## config.mk

```make
export PLATFORM = sky130hd
export DESIGN_NAME = stc_timer
export DESIGN_NICKNAME = d
export VERILOG_FILES = /design/src/rtl/stc_timer.v
export VERILOG_INCLUDE_DIRS = /design/src /design/src/pkg
export SDC_FILE = /design/constraint.sdc
export NUM_CORES = 1
export LEC_CHECK = 0
export BUFFER_PORTS_ARGS = -buffer_cell sky130_fd_sc_hd__clkbuf_2
export CAP_MARGIN = 40
export CORE_MARGIN = 2
export CORE_UTILIZATION = 46
export CTS_CLUSTER_SIZE = 24
export DETAILED_ROUTE_END_ITERATION = 16
export GPL_TIMING_DRIVEN = 0
export PLACE_DENSITY = 0.81
export SLEW_MARGIN = 20
export SYNTH_ARGS = -nofsm -noshare
export SYNTH_HDL_FRONTEND = slang
export SYNTH_SLANG_ARGS = --single-unit
```

## constraint.sdc

```tcl
create_clock -name pclk -period 2 [get_ports pclk]
set_input_delay 0.6 -clock pclk [delete_from_list [all_inputs] [get_ports pclk]]
set_output_delay 0.6 -clock pclk [all_outputs]
set_load 0.05 [all_outputs]
```

## src/pkg/stc_consts.vh

```
// Purpose: Constants for the sixteen-bit timer/counter
// Assumes: APB byte addresses, one register per aligned word
// Notes: Narrow registers sit in the low bits, upper bits read zero
`ifndef STC_CONSTS_VH
`define STC_CONSTS_VH

// Register byte addresses
`define STC_ADDR_CTRL 8'h00
`define STC_ADDR_LOW 8'h04
`define STC_ADDR_HIGH 8'h08
`define STC_ADDR_FLAGS 8'h0c
`define STC_ADDR_ENABLES 8'h10

// Control register fields
`define STC_BIT_WIDE 7
`define STC_BIT_CCP_HI 6
`define STC_BIT_PRE_HI 5
`define STC_BIT_PRE_LO 4
`define STC_BIT_CCP_LO 3
`define STC_BIT_NOSYNC 2
`define STC_BIT_EXTSRC 1
`define STC_BIT_RUN 0

// Flag and enable registers
`define STC_BIT_OVF 1

// Reset values and count maximum
`define STC_CTRL_RESET 8'h00
`define STC_COUNT_RESET 16'h0000
`define STC_COUNT_MAX 16'hffff

// Compare mode that fires the special event
`define STC_SEV_MODE 4'hb

`endif

```

## src/rtl/stc_timer.v

```verilog
// Purpose: Sixteen-bit timer/counter with prescaler and APB registers
// Assumes: One pclk cycle is one instruction cycle
// Notes: Zero-wait writes, one wait state on reads
// Operation
// Wide-access bit on: counter read and written as one 16-bit unit.
// CCP clock select: 1x this timer both, 01 unit two, 00 companion both.
// Prescale field divides count clock by 1, 2, 4 or 8.
// External source: synchronised unless sync-disable bit is set.
// Internal source selected: sync-disable ignored, internal clock counted.
// External source counts rising edges after the first falling edge.
// Internal source advances once per instruction cycle.
// Run bit set lets counter advance; cleared stops it.
// Companion oscillator on: its port pins forced inputs, read as zero.
// Wide mode: low byte read copies live high byte to buffer.
// Wide mode: high write loads buffer; low write moves buffer in.
// Wide mode: high-byte accesses only reach the buffer.
// Low byte write clears prescaler; high byte write does not.
// Software enables companion oscillator and external source to use it.
// Software avoids unsynchronised mode when system clock comes from timer.
// Counter counts 0000h to FFFFh and wraps to 0000h.
// Overflow sets latched flag; interrupt only while enable bit set.
// Compare unit two in mode 1011 special event resets counter.
// Software write in same cycle as special event wins.
// Special event reset never sets overflow flag.
// Flag set on the wrapping step, held until software clears it.
`timescale 1ns/1ns
`include "stc_consts.vh"

module stc_timer #(
    parameter COUNT_W = 16,
    parameter PRE_W = 3
) (
    input wire pclk,
    input wire presetn,
    input wire clk_en,
    input wire psel,
    input wire penable,
    input wire pwrite,
    input wire [7:0] paddr,
    input wire [31:0] pwdata,
    output reg [31:0] prdata,
    output wire pready,
    output wire pslverr,
    input wire ext_clock_pin,
    input wire companion_osc_clk,
    input wire companion_osc_enable,
    input wire [3:0] compare_two_mode,
    input wire compare_two_match,
    input wire [1:0] port_c_pin,
    input wire [1:0] port_c_direction,
    output wire [1:0] port_c_read,
    output wire [1:0] port_c_drive_en,
    output wire ccp_one_uses_this,
    output wire ccp_two_uses_this,
    output reg [COUNT_W-1:0] count_value,
    output wire overflow_irq
);

    reg [7:0] timer_three_control;
    reg [7:0] high_buffer;
    reg overflow_flag;
    reg overflow_irq_enable;
    reg ext_s1;
    reg ext_s2;
    reg ext_s3;
    reg ext_level;
    reg ext_prev;
    reg fall_seen;
    reg [PRE_W-1:0] pre_count;
    reg rd_done;

    wire wide_access_enable;
    wire ccp_clock_select_hi;
    wire ccp_clock_select_lo;
    wire [1:0] input_prescale;
    wire ext_sync_disable;
    wire clock_source_select;
    wire counter_run;
    wire ext_src;
    wire ext_now;
    wire ext_rise;
    wire ext_fall;
    wire raw_tick;
    wire [PRE_W-1:0] pre_limit;
    wire pre_tick;
    wire wr_fire;
    wire rd_fire;
    wire rd_load;
    wire mapped;
    wire wr_low;
    wire wr_high;
    wire rd_low;
    wire sev;
    wire step;
    wire wrap;

    // Address decode shared by read and write paths
    function is_mapped;
        input [7:0] a;
        begin
            is_mapped = (a == `STC_ADDR_CTRL) || (a == `STC_ADDR_LOW) ||
                (a == `STC_ADDR_HIGH) || (a == `STC_ADDR_FLAGS) ||
                (a == `STC_ADDR_ENABLES);
        end
    endfunction

    // Prescale code to terminal count
    function [PRE_W-1:0] pre_last;
        input [1:0] code;
        begin
            case (code)
                2'h0: pre_last = 3'h0;
                2'h1: pre_last = 3'h1;
                2'h2: pre_last = 3'h3;
                default: pre_last = 3'h7;
            endcase
        end
    endfunction

    assign wide_access_enable = timer_three_control[`STC_BIT_WIDE];
    assign ccp_clock_select_hi = timer_three_control[`STC_BIT_CCP_HI];
    assign ccp_clock_select_lo = timer_three_control[`STC_BIT_CCP_LO];
    assign input_prescale = {timer_three_control[`STC_BIT_PRE_HI],
        timer_three_control[`STC_BIT_PRE_LO]};
    assign ext_sync_disable = timer_three_control[`STC_BIT_NOSYNC];
    assign clock_source_select = timer_three_control[`STC_BIT_EXTSRC];
    assign counter_run = timer_three_control[`STC_BIT_RUN];

    // Capture/compare clock routing
    assign ccp_two_uses_this = ccp_clock_select_hi | ccp_clock_select_lo;
    assign ccp_one_uses_this = ccp_clock_select_hi;

    // Companion oscillator takes over its two port pins
    assign port_c_read = companion_osc_enable ? 2'h0 : port_c_pin;
    assign port_c_drive_en = companion_osc_enable ? 2'h0 : ~port_c_direction;

    // External source: oscillator when enabled, else the pin
    assign ext_src = companion_osc_enable ? companion_osc_clk : ext_clock_pin;

    // Filtered synchronised level or faster unfiltered synchroniser level
    assign ext_now = ext_sync_disable ? ext_s2 : ext_level;
    assign ext_rise = ext_now & ~ext_prev;
    assign ext_fall = ~ext_now & ext_prev;

    // Count source before the prescaler
    assign raw_tick = clock_source_select ? (ext_rise & fall_seen) : 1'b1;

    assign pre_limit = pre_last(input_prescale);
    assign pre_tick = raw_tick && (pre_count == pre_limit);

    // APB decode
    assign mapped = is_mapped(paddr);
    assign wr_fire = psel & penable & pwrite & clk_en;
    assign rd_load = psel & penable & ~pwrite & ~rd_done & clk_en;
    assign rd_fire = psel & penable & ~pwrite & rd_done & clk_en;
    assign pready = clk_en & (pwrite | rd_done);
    assign pslverr = pready & psel & penable & ~mapped;
    assign wr_low = wr_fire && (paddr == `STC_ADDR_LOW);
    assign wr_high = wr_fire && (paddr == `STC_ADDR_HIGH);
    assign rd_low = rd_load && (paddr == `STC_ADDR_LOW);

    // Special event from compare unit two
    assign sev = compare_two_match && (compare_two_mode == `STC_SEV_MODE);

    assign step = counter_run & pre_tick;
    assign wrap = step && (count_value == `STC_COUNT_MAX);

    assign overflow_irq = overflow_flag & overflow_irq_enable;

    // External input synchroniser and stable-level filter
    always @(posedge pclk or negedge presetn) begin
        if (!presetn) begin
            ext_s1 <= 1'b0;
            ext_s2 <= 1'b0;
            ext_s3 <= 1'b0;
            ext_level <= 1'b0;
            ext_prev <= 1'b0;
        end else if (clk_en) begin
            ext_s1 <= ext_src;
            ext_s2 <= ext_s1;
            ext_s3 <= ext_s2;
            if (ext_s2 == ext_s3) begin
                ext_level <= ext_s3;
            end
            ext_prev <= ext_now;
        end
    end

    // Arm on first falling edge of the external source
    always @(posedge pclk or negedge presetn) begin
        if (!presetn) begin
            fall_seen <= 1'b0;
        end else if (clk_en) begin
            if (!clock_source_select) begin
                fall_seen <= 1'b0;
            end else if (ext_fall) begin
                fall_seen <= 1'b1;
            end
        end
    end

    // Prescaler
    always @(posedge pclk or negedge presetn) begin
        if (!presetn) begin
            pre_count <= {PRE_W{1'b0}};
        end else if (clk_en) begin
            if (wr_low) begin
                pre_count <= {PRE_W{1'b0}};
            end else if (pre_tick) begin
                pre_count <= {PRE_W{1'b0}};
            end else if (raw_tick && counter_run) begin
                pre_count <= pre_count + 3'h1;
            end
        end
    end

    // Counter pair with write, special event and increment
    always @(posedge pclk or negedge presetn) begin
        if (!presetn) begin
            count_value <= `STC_COUNT_RESET;
        end else if (clk_en) begin
            if (wr_low) begin
                if (wide_access_enable) begin
                    count_value <= {high_buffer, pwdata[7:0]};
                end else begin
                    count_value[7:0] <= pwdata[7:0];
                end
            end else if (wr_high) begin
                if (!wide_access_enable) begin
                    count_value[15:8] <= pwdata[7:0];
                end
            end else if (sev) begin
                count_value <= `STC_COUNT_RESET;
            end else if (step) begin
                count_value <= count_value + 16'h0001;
            end
        end
    end

    // High byte buffer for wide access
    always @(posedge pclk or negedge presetn) begin
        if (!presetn) begin
            high_buffer <= 8'h00;
        end else if (clk_en) begin
            if (wr_high && wide_access_enable) begin
                high_buffer <= pwdata[7:0];
            end else if (rd_low && wide_access_enable) begin
                high_buffer <= count_value[15:8];
            end
        end
    end

    // Overflow flag; a set beats a clear in the same cycle
    always @(posedge pclk or negedge presetn) begin
        if (!presetn) begin
            overflow_flag <= 1'b0;
        end else if (clk_en) begin
            if (wrap && !wr_low && !wr_high && !sev) begin
                overflow_flag <= 1'b1;
            end else if (wr_fire && paddr == `STC_ADDR_FLAGS) begin
                overflow_flag <= pwdata[`STC_BIT_OVF];
            end
        end
    end

    // Control and enable registers
    always @(posedge pclk or negedge presetn) begin
        if (!presetn) begin
            timer_three_control <= `STC_CTRL_RESET;
            overflow_irq_enable <= 1'b0;
        end else if (clk_en) begin
            if (wr_fire && paddr == `STC_ADDR_CTRL) begin
                timer_three_control <= pwdata[7:0];
            end
            if (wr_fire && paddr == `STC_ADDR_ENABLES) begin
                overflow_irq_enable <= pwdata[`STC_BIT_OVF];
            end
        end
    end

    // Read data, loaded in the first access cycle
    always @(posedge pclk or negedge presetn) begin
        if (!presetn) begin
            prdata <= 32'h00000000;
            rd_done <= 1'b0;
        end else if (clk_en) begin
            if (rd_fire) begin
                rd_done <= 1'b0;
            end else if (rd_load) begin
                rd_done <= 1'b1;
                case (paddr)
                    `STC_ADDR_CTRL: prdata <= {24'h000000, timer_three_control};
                    `STC_ADDR_LOW: prdata <= {24'h000000, count_value[7:0]};
                    `STC_ADDR_HIGH: begin
                        if (wide_access_enable) begin
                            prdata <= {24'h000000, high_buffer};
                        end else begin
                            prdata <= {24'h000000, count_value[15:8]};
                        end
                    end
                    `STC_ADDR_FLAGS: prdata <= {30'h00000000, overflow_flag, 1'b0};
                    `STC_ADDR_ENABLES: prdata <= {30'h00000000, overflow_irq_enable, 1'b0};
                    default: prdata <= 32'h00000000;
                endcase
            end
        end
    end

endmodule

```

==> metrics <==
Worst-path clk slew 0.10 ns; area leader, netlist dfrtp_1; nets@finish 544; yosys warns 0; TritonRoute pass-1 iters 5; Bufs on Longest Clock Path 2; Setup violations, final 8; Post-Synth Adder-Cell Area 0.750%; Leak 0.00210 uW; Hold Path Class in -> async; Synth Area in XOR/XNOR 0%; largest net degree at the start of global routing 53; Post-Syn Area 0.00334 mm^2; Die Y 89.2 um; core box area 0.00714 mm^2; DR WL/cell 18.0 um; Compound-Gate Fraction of Synth Area 19.1%; Initial Util 46.7%; Cell variety after synth 50; violated checks setup timing; CP Capture Type output port; Fmax 454 MHz; Worst Tran Pin Value 0.718 ns; Critical R2R Launch pre_count[0]; ant diodes 0; CTS tree done; DP HPWL 7140 um; DR vias 3391; I/O Buffers 66; Seq/Total Area, Yosys 39.0%; Die ar. 0.00795 mm^2; VDD IR-drop max 310 uV; fin. max-slew vios 0; first-pass GRT wire length 15800 um; vias in the first global route 3229; Post-synth EDFFs 0; Synth area leaders dfrtp_1 39%, mux2i_1 7.2%, buf_4 5.4%; Layout area overhead 36.8%; Post-synth ARST share 100%; max_slew headroom 52.1%; H-Tree Depth 2; Post-Syn Area per Cell 9.16 um^2; drc violations 0; largest family of logic cells by synthesized area simple AND/OR/NAND/NOR gates; Place WS -0.602 ns; IO Count 115; met2 Usage GRT 41.5%; Worst Setup Path Type in -> out; PnR worst setup slack -0.204 ns; clock root buffer clkbuf_8; Chip Width 89.2 um; CTS Buf Count 5; busiest grt layer met2; maxcap violations 0; Hold Buf Count CTS 0; status complete, but fails checks; Most used DFF post-synth dfrtp_1; Synth Area in Simple Gates 19.5%; Cell Pwr Density 544 mW/mm^2; Row Count 31; clock sinks 52; R2R Path End count_value[8]; WP data required 1.40 ns; met3 usage in global routing 2.68%; DRT Wirelength 10500 um; share of cells above drive strength 1 40.8%; vias per std cell 5.81; Hold Fails Final Rpt 0; clock latency on the worst-skew pair 0.31 ns; hold slack 0.359 ns; ANT nets after route 0; Reg2Reg Depth 7; Worst Skew 0.0107 ns; worst path arrival time 1.60 ns; register bit count reported by yosys 52; mux cell area share after synthesis 12.8%; Synth top area share 39.0%; antenna violations before repair 0; final core occ 64.0%; GRT Total Usage 26.1%; fin crit period 2.20 ns; Critical Path Source Type input port; M1 GR Usage 36.4%; gate count of the mapped netlist 364; Critical Path Fanout Max 2; RSZ-0062 raised after global routing true; routability cong. 0.931; grt ovf 0; Starting DRT DRC Count 324; Final Cycle Share 110%; R2R Setup Slk -0.08 ns
per-stage QoR:
stage | TNS, ns | area, um^2 | power (uW) | std cells
after CTS | -0.273 | 4300 | 2450 | 577
after global placement | -15.09 | 3940 | 1790 | 552
after floorplan | -0.293 | 3480 | 1620 | 387
after detailed placement | -16.55 | 3940 | 1800 | 552
final | -0.588 | 4560 | 2480 | 584
after global routing | -1.08 | 4560 | 2600 | 584
repair_timing:
| action | 4_1_cts | 5_1_grt |
|---|---|---|
| setup endpoints to repair | 35 | 35 |
| cloned | 1 | 1 |
| resized for setup | 34 | 63 |
| pin swaps | 12 | 23 |
| setup buffers | 17 | 6 |
cells in the mapped netlist (all sizes together) (5+ instances only):
library cell and count:
a21o 5, a21oi 24, a22o 8, buf 30, clkbuf 8, dfrtp 52
inv 9, mux2 12, mux2i 24, nand2 28, nand2b 5, nand3 10
nand4 9, nor2 27, nor2b 5, nor3 9, nor4 5, o21ai 34
o22ai 14, or3 5
cells by family (layout without fill, tap and decap cells):
logic type	count (synthesis)	after routing
AO/OA/AOI/OAI	103	103
adder cells (fa/ha/maj)	2	2
buffers and inverters	47	145
flip-flops	52	52
multiplexers	37	37
other	1	24
AND/OR/NAND/NOR	122	122
layout make-up:
cell class | count | area, um^2
clock inverter | 2 | 15.0
clock buffer | 6 | 82.6
sequential | 52 | 1310
fill | 619 | 2570
timing repair buffer | 91 | 607
buffer | 37 | 284
multi-input combinational | 288 | 2110
inverter | 9 | 33.8
tap | 99 | 124
flip-flops by register name (all words and copies together) (netlist names), 3 cells and up:
signal and cells:
prdata 8, high_buffer 8, timer_three_control 8, count_value 16, pre_count 3
critical path, stage by stage:
cell and delay (ns):
buf_8 0.10, nor3_4 0.19, nand2_2 0.12, nor4b_4 0.34, nor4_4 0.09, buf_8 0.17
power by group:
group          total [uW]  internal, uW  switching, uW  leakage [uW]
Sequential           1190          1110           79.2      0.000672
Combinational         648           215            433       0.00138
Clock                 645           281            364     0.0000434
Total                2480          1610            877       0.00210
how the worst max path moves through the flow:
stage	end	from
after floorplan	count_value[8]	paddr[4]
after global placement	count_value[9]	paddr[4]
after detailed placement	count_value[8]	paddr[4]
after CTS	pslverr	paddr[5]
after global routing	pslverr	paddr[0]
final	pslverr	paddr[0]
per-layer routing:
metal  routed length (um)  vias to the layer above  share of wire (%)
li1                     -                     1546                  -
met1                 4340                     1626                 41
met2                 5020                      186                 48
met3                  815                       33                7.7
met4                  347                        0                3.3
met5                    0                        -                  0
cells in the final DEF, fill, tap and decap left out, types with 7 or more instances in the layout:
| master | netlist | layout |
|---|---|---|
| dfrtp_1 | 52 | 47 |
| buf_4 | 24 | 45 |
| o21ai_0 | 21 | 14 |
| conb_1 | 1 | 24 |
| nor2_1 | 26 | 23 |
| nand4_1 | 9 | 9 |
| a22o_1 | 8 | 8 |
| clkbuf_8 | 0 | 9 |
| nor3_1 | 9 | 7 |
| inv_1 | 9 | 9 |
| o22ai_1 | 14 | 11 |
| mux2_4 | 8 | 8 |
| clkbuf_2 | 0 | 58 |
| o21ai_1 | 13 | 14 |
| a21oi_1 | 24 | 16 |
| nand2_1 | 28 | 24 |
| mux2i_1 | 24 | 24 |
No activity file was read; power rests on OpenSTA's default activity.
